### config.mk
export PLATFORM = sky130hd
export DESIGN_NAME = pflash_protection
export DESIGN_NICKNAME = d
export VERILOG_FILES = /design/src/hw/pflash_prot_pkg.sv /design/src/hw/pflash_range_check.sv /design/src/hw/pflash_shrink_check.sv /design/src/hw/pflash_protection.sv
export SDC_FILE = /design/constraint.sdc
export NUM_CORES = 1
export LEC_CHECK = 0
export BUFFER_PORTS_ARGS = -buffer_cell sky130_fd_sc_hd__buf_2
export CAP_MARGIN = 5
export CORE_UTILIZATION = 43
export DETAILED_ROUTE_END_ITERATION = 12
export PLACE_DENSITY = 0.87
export RECOVER_POWER = 50
export SYNTH_ARGS = -nofsm -noshare
export SYNTH_HDL_FRONTEND = slang
export SYNTH_SLANG_ARGS = --single-unit
### constraint.sdc
create_clock -name REF_CLK_I -period 2.1 [get_ports REF_CLK_I]
set_input_delay 0.42 -clock REF_CLK_I [delete_from_list [all_inputs] [get_ports REF_CLK_I]]
set_output_delay 0.42 -clock REF_CLK_I [all_outputs]
set_load 0.03 [all_outputs]
### src/hw/pflash_prot_pkg.sv
/*
 * constants shared by the program flash protection block: register bit
 * positions, address windows, reset-load states and the port address map.
 * assumes a single 100 MHz clock and a plain strobe register port.
 */
// Notes on behaviour
// - in normal single-chip mode a software write is kept only if protection does not shrink.
// - in special single-chip mode writes skip the shrink check; size fields still need their disable bit set.
// - during reset the register is loaded from the stored protection byte at 0xFF_FE0C.
// - a double-bit fault on that load clears operation enable and sets all other bits.
// - program or erase aimed at a protected address raises the protection violation flag.
// - block erase is refused whenever any sector of the block is protected.
// - with operation enable clear the disable bits select unprotected ranges.
// - with operation enable set the disable bits enable protected ranges.
// - the low disable bit governs a region starting at 0xFF_8000, 0 enables it.
// - high size 00, 01, 10 give 2, 4, 8 KB ending at the top of flash.
// - a size field is writable only while its disable bit is set.
// - the three control bits decode to eight functions, 111 none and 011 full.
package pflash_prot_pkg;

	// ---- register bits ----
	localparam int OPEN_BIT = 7;
	localparam int RSVD_BIT = 6;
	localparam int HDIS_BIT = 5;
	localparam int HS_MSB = 4;
	localparam int HS_LSB = 3;
	localparam int LDIS_BIT = 2;
	localparam int LS_MSB = 1;
	localparam int LS_LSB = 0;
	localparam logic [7:0] PROT_WMASK = 8'hBF;
	// fault value: open clear, all else set (full protection)
	localparam logic [7:0] PROT_FAULT_VAL = 8'h7F;
	localparam logic [7:0] PROT_RESET_VAL = 8'h7F;

	// ---- address windows ----
	localparam logic [23:0] PROT_BYTE_ADDR = 24'hFF_FE0C;
	localparam logic [23:0] LOW_BASE_ADDR = 24'hFF_8000;
	localparam logic [23:0] FLASH_TOP_ADDR = 24'hFF_FFFF;
	localparam logic [23:0] SIZE_1K = 24'h00_0400;
	localparam logic [23:0] SIZE_2K = 24'h00_0800;
	localparam logic [23:0] BLOCK_SIZE = 24'h02_0000;
	localparam logic [23:0] SECTOR_SIZE = 24'h00_0200;

	// ---- register port map ----
	localparam logic [3:0] ADDR_PROT = 4'h0;
	localparam logic [3:0] ADDR_STATUS = 4'h1;
	localparam logic [3:0] ADDR_MASK = 4'h2;
	localparam logic [3:0] ADDR_LAST = 4'h3;
	localparam int ST_VIOL_BIT = 0;
	localparam int ST_REFUSE_BIT = 1;
	localparam int ST_FAULT_BIT = 2;
	localparam logic [2:0] MASK_RESET_VAL = 3'h0;

	// ---- commands from the flash controller ----
	localparam logic [1:0] CMD_PROGRAM = 2'h1;
	localparam logic [1:0] CMD_SECTOR_ERASE = 2'h2;
	localparam logic [1:0] CMD_BLOCK_ERASE = 2'h3;

	typedef enum logic [2:0] {
		LD_IDLE = 3'b001,
		LD_WAIT = 3'b010,
		LD_DONE = 3'b100
	} load_state_t;

endpackage

### src/hw/pflash_range_check.sv
/*
 * checks one address range against the protection settings.
 * assumes settings stable while the address is checked.
 */
`timescale 1ns/100ps
module pflash_range_check
	import pflash_prot_pkg::*;
(
	// settings
	input wire logic [7:0] prot_i,
	// query range
	input wire logic [23:0] lo_addr_i,
	input wire logic [23:0] hi_addr_i,
	// verdict
	output logic any_prot_o
);
	logic [23:0] hi_start;
	logic [23:0] lo_end;
	logic in_hi_a;
	logic in_lo_a;
	logic in_lo_b;
	logic open_bit;
	logic hit_hi;
	logic hit_lo;

	always_comb begin
		case (prot_i[HS_MSB:HS_LSB])
			2'b00: hi_start = FLASH_TOP_ADDR - SIZE_2K + 24'h00_0001;
			2'b01: hi_start = FLASH_TOP_ADDR - (SIZE_2K << 1) + 24'h00_0001;
			default: hi_start = FLASH_TOP_ADDR - (SIZE_2K << 2) + 24'h00_0001;
		endcase
	end

	// low region from base, size by field (1 KB steps doubling)
	always_comb begin
		case (prot_i[LS_MSB:LS_LSB])
			2'b00: lo_end = LOW_BASE_ADDR + SIZE_1K - 24'h00_0001;
			2'b01: lo_end = LOW_BASE_ADDR + (SIZE_1K << 1) - 24'h00_0001;
			2'b10: lo_end = LOW_BASE_ADDR + (SIZE_1K << 2) - 24'h00_0001;
			default: lo_end = LOW_BASE_ADDR + (SIZE_1K << 3) - 24'h00_0001;
		endcase
	end

	// range overlap: any byte of the query inside a region
	// the high region ends at the top address, so its upper bound always holds
	assign in_hi_a = (hi_addr_i >= hi_start);
	assign in_lo_a = (hi_addr_i >= LOW_BASE_ADDR);
	assign in_lo_b = (lo_addr_i <= lo_end);
	assign hit_hi = in_hi_a & ~prot_i[HDIS_BIT];
	assign hit_lo = in_lo_a & in_lo_b & ~prot_i[LDIS_BIT];
	assign open_bit = prot_i[OPEN_BIT];

	always_comb begin
		if (open_bit) begin
			any_prot_o = hit_hi | hit_lo;
		end else begin
			// protected unless wholly inside an enabled unprotected window
			any_prot_o = ~((hit_hi & (lo_addr_i >= hi_start)) | (hit_lo & (hi_addr_i <= lo_end)
				& (lo_addr_i >= LOW_BASE_ADDR)));
		end
	end
endmodule

### src/hw/pflash_shrink_check.sv
/*
 * decides whether a proposed protection value covers at least the current.
 * assumes both values are settled in the same cycle.
 */
`timescale 1ns/100ps
module pflash_shrink_check
	import pflash_prot_pkg::*;
(
	// current and proposed
	input wire logic [7:0] cur_i,
	input wire logic [7:0] new_i,
	// verdict
	output logic grow_ok_o
);
	logic same_open;
	logic hi_ok;
	logic lo_ok;

	assign same_open = (cur_i[OPEN_BIT] == new_i[OPEN_BIT]);
	always_comb begin
		if (cur_i[OPEN_BIT]) begin
			// protected ranges: may enable a range or widen it
			hi_ok = cur_i[HDIS_BIT] ? 1'b1 : (~new_i[HDIS_BIT]
				& (new_i[HS_MSB:HS_LSB] >= cur_i[HS_MSB:HS_LSB]));
			lo_ok = cur_i[LDIS_BIT] ? 1'b1 : (~new_i[LDIS_BIT]
				& (new_i[LS_MSB:LS_LSB] >= cur_i[LS_MSB:LS_LSB]));
		end else begin
			// unprotected ranges: may close a range or narrow it
			hi_ok = new_i[HDIS_BIT] ? 1'b1 : (~cur_i[HDIS_BIT]
				& (new_i[HS_MSB:HS_LSB] <= cur_i[HS_MSB:HS_LSB]));
			lo_ok = new_i[LDIS_BIT] ? 1'b1 : (~cur_i[LDIS_BIT]
				& (new_i[LS_MSB:LS_LSB] <= cur_i[LS_MSB:LS_LSB]));
		end
		// dropping to open clear from set is allowed only as full protection
		if (!same_open) begin
			grow_ok_o = cur_i[OPEN_BIT] & new_i[HDIS_BIT] & new_i[LDIS_BIT];
		end else begin
			grow_ok_o = hi_ok & lo_ok;
		end
	end
endmodule

### src/hw/pflash_protection.sv
/*
 * program flash protection register with reset load, write checking,
 * command screening and sticky event flags.
 * assumes the flash controller presents one command per strobe and that
 * the reset read of the protection byte returns within its own time.
 */
`timescale 1ns/100ps
module pflash_protection
	import pflash_prot_pkg::*;
(
	// clock and reset
	input wire logic REF_CLK_I,
	input wire logic SRST_I,
	// mode
	input wire logic SPECIAL_MODE_I,
	// reset-sequence load of the protection byte
	output logic NVM_RD_O,
	output logic [23:0] NVM_ADDR_O,
	input wire logic NVM_VALID_I,
	input wire logic [7:0] NVM_DATA_I,
	input wire logic NVM_DBL_FAULT_I,
	// command screening
	input wire logic CMD_VALID_I,
	input wire logic [1:0] CMD_KIND_I,
	input wire logic [23:0] CMD_ADDR_I,
	output logic CMD_ALLOW_O,
	output logic CMD_VIOL_O,
	// register port
	input wire logic [3:0] REG_ADDR_I,
	input wire logic [7:0] REG_WDATA_I,
	input wire logic REG_WR_I,
	input wire logic REG_RD_I,
	output logic [7:0] REG_RDATA_O,
	// status
	output logic LOAD_DONE_O,
	output logic IRQ_O
);
	import pflash_prot_pkg::*;

	//----------------------------------------------------------------
	// declarations
	//----------------------------------------------------------------
	load_state_t ld_reg;
	load_state_t ld_next;
	logic [7:0] prot_reg;
	logic [7:0] prot_wr_val;
	logic [2:0] status_reg;
	logic [2:0] mask_reg;
	logic [23:0] q_lo;
	logic [23:0] q_hi;
	logic any_prot;
	logic grow_ok;
	logic wr_prot;
	logic wr_status;
	logic wr_mask;
	logic ev_viol;
	logic ev_refuse;
	logic ev_fault;
	logic cmd_bad;
	logic sw_wr_ok;

	//----------------------------------------------------------------
	// reset-sequence load
	//----------------------------------------------------------------
	// state change of the load sequencer; one read after reset release
	always_comb begin
		case (ld_reg)
			LD_IDLE: ld_next = LD_WAIT;
			LD_WAIT: ld_next = NVM_VALID_I ? LD_DONE : LD_WAIT;
			LD_DONE: ld_next = LD_DONE;
			default: ld_next = LD_IDLE;
		endcase
	end

	// sequencer state
	always_ff @(posedge REF_CLK_I) begin
		if (SRST_I) begin
			ld_reg <= LD_IDLE;
		end else begin
			ld_reg <= ld_next;
		end
	end

	// read request toward the array
	always_ff @(posedge REF_CLK_I) begin
		if (SRST_I) begin
			NVM_RD_O <= 1'b0;
			NVM_ADDR_O <= 24'h00_0000;
			LOAD_DONE_O <= 1'b0;
		end else begin
			NVM_RD_O <= (ld_next == LD_WAIT);
			NVM_ADDR_O <= PROT_BYTE_ADDR;
			LOAD_DONE_O <= (ld_next == LD_DONE);
		end
	end

	//----------------------------------------------------------------
	// software write checking
	//----------------------------------------------------------------
	// size fields held unless their disable bit is set
	always_comb begin
		prot_wr_val = (REG_WDATA_I & PROT_WMASK) | (prot_reg & ~PROT_WMASK);
		if (!prot_reg[HDIS_BIT]) begin
			prot_wr_val[HS_MSB:HS_LSB] = prot_reg[HS_MSB:HS_LSB];
		end
		if (!prot_reg[LDIS_BIT]) begin
			prot_wr_val[LS_MSB:LS_LSB] = prot_reg[LS_MSB:LS_LSB];
		end
	end

	pflash_shrink_check u_shrink (
		.cur_i(prot_reg),
		.new_i(prot_wr_val),
		.grow_ok_o(grow_ok)
	);

	assign sw_wr_ok = SPECIAL_MODE_I | grow_ok;

	assign wr_prot = REG_WR_I & (REG_ADDR_I == ADDR_PROT) & (ld_reg == LD_DONE);
	assign wr_status = REG_WR_I & (REG_ADDR_I == ADDR_STATUS);
	assign wr_mask = REG_WR_I & (REG_ADDR_I == ADDR_MASK);

	// protection register: reset load then checked writes
	always_ff @(posedge REF_CLK_I) begin
		if (SRST_I) begin
			prot_reg <= PROT_RESET_VAL;
		end else if (ld_reg == LD_WAIT && NVM_VALID_I) begin
			if (NVM_DBL_FAULT_I) begin
				prot_reg <= PROT_FAULT_VAL;
			end else begin
				prot_reg <= NVM_DATA_I;
			end
		end else if (wr_prot && sw_wr_ok) begin
			prot_reg <= prot_wr_val;
		end
	end

	//----------------------------------------------------------------
	// command screening
	//----------------------------------------------------------------
	// query span: the address for program, its sector for sector erase, the whole block for block erase
	always_comb begin
		if (CMD_KIND_I == CMD_BLOCK_ERASE) begin
			q_lo = CMD_ADDR_I & ~(BLOCK_SIZE - 24'h00_0001);
			q_hi = q_lo + BLOCK_SIZE - 24'h00_0001;
		end else if (CMD_KIND_I == CMD_SECTOR_ERASE) begin
			q_lo = CMD_ADDR_I & ~(SECTOR_SIZE - 24'h00_0001);
			q_hi = q_lo + SECTOR_SIZE - 24'h00_0001;
		end else begin
			q_lo = CMD_ADDR_I;
			q_hi = CMD_ADDR_I;
		end
	end

	pflash_range_check u_range (
		.prot_i(prot_reg),
		.lo_addr_i(q_lo),
		.hi_addr_i(q_hi),
		.any_prot_o(any_prot)
	);

	assign cmd_bad = CMD_VALID_I & (CMD_KIND_I != 2'h0) & any_prot;

	// verdict registered one cycle after the command strobe
	always_ff @(posedge REF_CLK_I) begin
		if (SRST_I) begin
			CMD_ALLOW_O <= 1'b0;
			CMD_VIOL_O <= 1'b0;
		end else begin
			CMD_ALLOW_O <= CMD_VALID_I & ~cmd_bad;
			CMD_VIOL_O <= cmd_bad;
		end
	end

	//----------------------------------------------------------------
	// events and interrupt
	//----------------------------------------------------------------
	assign ev_viol = cmd_bad;
	assign ev_refuse = wr_prot & ~sw_wr_ok;
	assign ev_fault = (ld_reg == LD_WAIT) & NVM_VALID_I & NVM_DBL_FAULT_I;

	// sticky flags, write one clears; a new event wins over the clear
	always_ff @(posedge REF_CLK_I) begin
		if (SRST_I) begin
			status_reg <= 3'h0;
		end else begin
			status_reg <= (status_reg & ~(wr_status ? REG_WDATA_I[2:0] : 3'h0))
				| {ev_fault, ev_refuse, ev_viol};
		end
	end

	// interrupt mask
	always_ff @(posedge REF_CLK_I) begin
		if (SRST_I) begin
			mask_reg <= MASK_RESET_VAL;
		end else if (wr_mask) begin
			mask_reg <= REG_WDATA_I[2:0];
		end
	end

	// level interrupt registered so it comes from a flip-flop
	always_ff @(posedge REF_CLK_I) begin
		if (SRST_I) begin
			IRQ_O <= 1'b0;
		end else begin
			IRQ_O <= |(status_reg & mask_reg);
		end
	end

	//----------------------------------------------------------------
	// register read
	//----------------------------------------------------------------
	// read data valid the cycle after the strobe only; unmapped reads zero
	always_ff @(posedge REF_CLK_I) begin
		if (SRST_I) begin
			REG_RDATA_O <= 8'h00;
		end else if (REG_RD_I) begin
			case (REG_ADDR_I)
				ADDR_PROT: REG_RDATA_O <= prot_reg & PROT_WMASK;
				ADDR_STATUS: REG_RDATA_O <= {5'h00, status_reg};
				ADDR_MASK: REG_RDATA_O <= {5'h00, mask_reg};
				default: REG_RDATA_O <= 8'h00;
			endcase
		end else begin
			REG_RDATA_O <= 8'h00;
		end
	end
endmodule

==> summary.md <==
| Metric | Value |
|---|---|
| Fin. Hold Viols | 0 |
| Commonest non-fill, non-tap cell in the layout | buf_2 |
| First-pass GRT wire length | 9020 um |
| Synthesized cell area | 2070 um^2 |
| Core Footprint | 4500 um^2 |
| FILL cells | 370 |
| Wire length per cell | 15.1 um |
| Largest net degree at the start of global routing | 21 |
| Hold buffers post-CTS | 0 |
| Clock latency on the worst-skew pair | 0.28 ns |
| Clk_skew | 0.00609 ns |
| Hold WS | 0.388 ns |
| Synth top area share | 28.0% |
| Post-synth top flop | dfxtp_1 |
| Post-synth EDFFs | 0 |
| RSZ-0062 raised after global routing | yes |
| Mapped Cells | 256 |
| Die width | 71.4 um |
| Max incr delay on CP | 0.39 ns |
| Share of cells above drive strength 1 | 43.8% |
| Vias in the first global route | 2,037 |
| Clock root buffer | clkbuf_8 |
| Critical-path cell list | mux2i_4 > ha_4 > nand2b_4 > a21oi_2 > nor2_1 > o2111a_1 > o21a_4 > nor4_1 > nor3_1 |
| Detailed-route via count | 2,247 |
| Ys Warns | 0 |
| Synth area leaders | dfxtp_1 (28%), buf_4 (9.8%), ha_1 (7.2%) |
| PD cells | 538 nW/um^2 |
| Max Slew Vio Count | 0 |
| PortBufs | 80 |
| Register bit count reported by yosys | 29 |
| Critical-path top delay cell | dfxtp_4 |
| Distinct cells, synth | 55 |
| TritonCTS Sinks | 29 |
| Die Ht | 71.4 um |
| Initial DRC Count | 155 |
| Max Cap Viol | 0 |
| Worst setup SP type | flop |
| Yosys top cell by area | dfxtp_1 |
| Multi-input combinational cell area | 1400 um^2 |
| Total Power | 1.54 mW |
| # setup viols final | 7 |
| Fin crit share | 103% |
| ANT nets after route | 0 |
| Final net count | 417 |
| Clock transition at the registers of the reported paths | 0.06 ns |
| Worst setup EP type | flop |
| CTS tree | yes |
| Placed cells | 389 |
| Num CTS Buffers | 5 |
| Gpl congestion | 0.892 |
| Storage cell area | 593 um^2 |
| H-tree depth | 2 |
| Most frequent cells in the layout | buf_2 (68), buf_4 (36), dfxtp_1 (23) |
| Worst setup margin | -0.0709 ns |
| Min Clock Period, post-route | 2.17 ns |
| Maximum clock rate | 0.461 GHz |
| Vias per inst | 5.56 |
| Worst Hold Class | in -> reg |
| Crit path DAT | 2.32 ns |
| Std cell rows | 24 |
| Non-filler cells, final | 404 |
| GRT Total Usage | 22.7% |
| Failing checks | setup timing |
| Per-instance average area after synthesis | 8.09 um^2 |
| DIE AREA | 5100 um^2 |
| Status | complete, but fails checks |
| Residual DRC | 0 |
| Pleak | 1.28 nW |
| Maximum VDD drop | 0.411 mV |
| Post-DP HPWL | 4140 um |
| # IOs | 91 |
| Post-Route WL | 6090 um |
| Family with the most delay on the worst path | compound AO/OA/AOI/OAI gates |
| Initial Utilization | 46.0% |
| Synth-to-Final Area Change | 37.9% |
| Worst EP required | 2.25 ns |
| Async set-or-reset flop fraction in the synthesized netlist | 0% |
| Initial antenna violation count | 0 |
| N_diodes | 0 |
| Crit path buf inv count | 0 |
| WS Path Type | reg -> reg |
| Layout Utilization | 63.4% |
| Sequential element share of the synthesized area | 28.0% |
| Critical path fanouts, max | 8 |
| Drt first pass iters | 4 |
| Total grt overflow | 0 |
| CTS Buffer Depth | 2 |
==> cells by family after synthesis <==
family | count (synthesis) | synth area share (%)
and+or+nand+nor | 102 | 27.0
AOI/OAI and AO/OA | 52 | 17.3
buffers and inverters | 45 | 13.1
DFF | 29 | 28.0
adders and majority gates | 13 | 7.79
muxes | 12 | 5.80
xor gates and xnor gates | 2 | 0.846
other | 1 | 0.181
==> final timing paths <==
kind	from	to	cells past startpoint	slack (ns)
setup reg to reg	prot_reg[5]	prot_reg[5]	9	-0.07
hold reg to reg	ld_reg[2]	NVM_RD_O	1	0.53
setup / recovery	prot_reg[5]	prot_reg[5]	9	-0.07
hold / removal	CMD_VALID_I	CMD_ALLOW_O	2	0.39
==> routing by layer <==
metal / global-route usage (%) / share of wire [%] / wire (um)
met5: 0 / 0 / 0
met3: 4.64 / 8.1 / 494
met2: 40.0 / 50 / 3050
met1: 26.9 / 39 / 2360
met4: 9.33 / 3.2 / 194
==> cells in the mapped netlist (all sizes together), types with 2 or more instances <==
cell      n
o31ai     2
nor3      8
a211oi    3
nand2b    8
nand2    18
o21ai    14
buf      30
o2111ai   2
inv       8
nand3    11
a21oi    14
a22oi     2
a21boi    2
nor2b     4
mux2i    12
nand4     3
a31oi     2
and2      3
clkbuf    6
ha       12
o211ai    2
nor4b     6
o21bai    2
nor2     26
nand4b    2
nor4      7
dfxtp    29
==> layout make-up <==
cell class,count,share of cell area [%]
clock buffer,7,3.37
clock inverter,1,0.175
multi-input combinational,189,48.9
tap,52,2.28
inverter,9,1.18
sequential,29,20.8
timing repair buffer,117,23.3
==> worst register-to-register path, delay by kind of cell, from the launching register on <==
kind	cells	cell delay (ns)
simple gates	4	0.52
mux	1	0.28
flops	1	0.39
fa+ha+maj	1	0.23
compound gates	3	0.64
==> power by group <==
group	total (mW)	internal [mW]	leakage [nW]	switching, mW
Sequential	0.607	0.574	0.234	0.0330
Combinational	0.435	0.187	0.991	0.248
Clock	0.494	0.295	0.0542	0.198
Total	1.54	1.06	1.28	0.479
==> timing repair <==
item	4_1_cts	5_1_grt
resized for setup	16	24
setup buffers	5	2
setup endpoints to repair	8	11
pin swaps	8	10
==> metrics by stage <==
step | setup slack [ns] | TNS [ns] | cell area, um^2
4_1_cts | -0.0256 | -0.0516 | 2760
3_3_place_gp | -0.227 | -1.46 | 2550
5_1_grt | -0.163 | -0.881 | 2860
3_5_place_dp | -0.291 | -2.21 | 2550
6_report | -0.0709 | -0.227 | 2860
2_1_floorplan | -0.00197 | -0.00197 | 2120
Note: power is estimated with default switching activity, not from simulation.
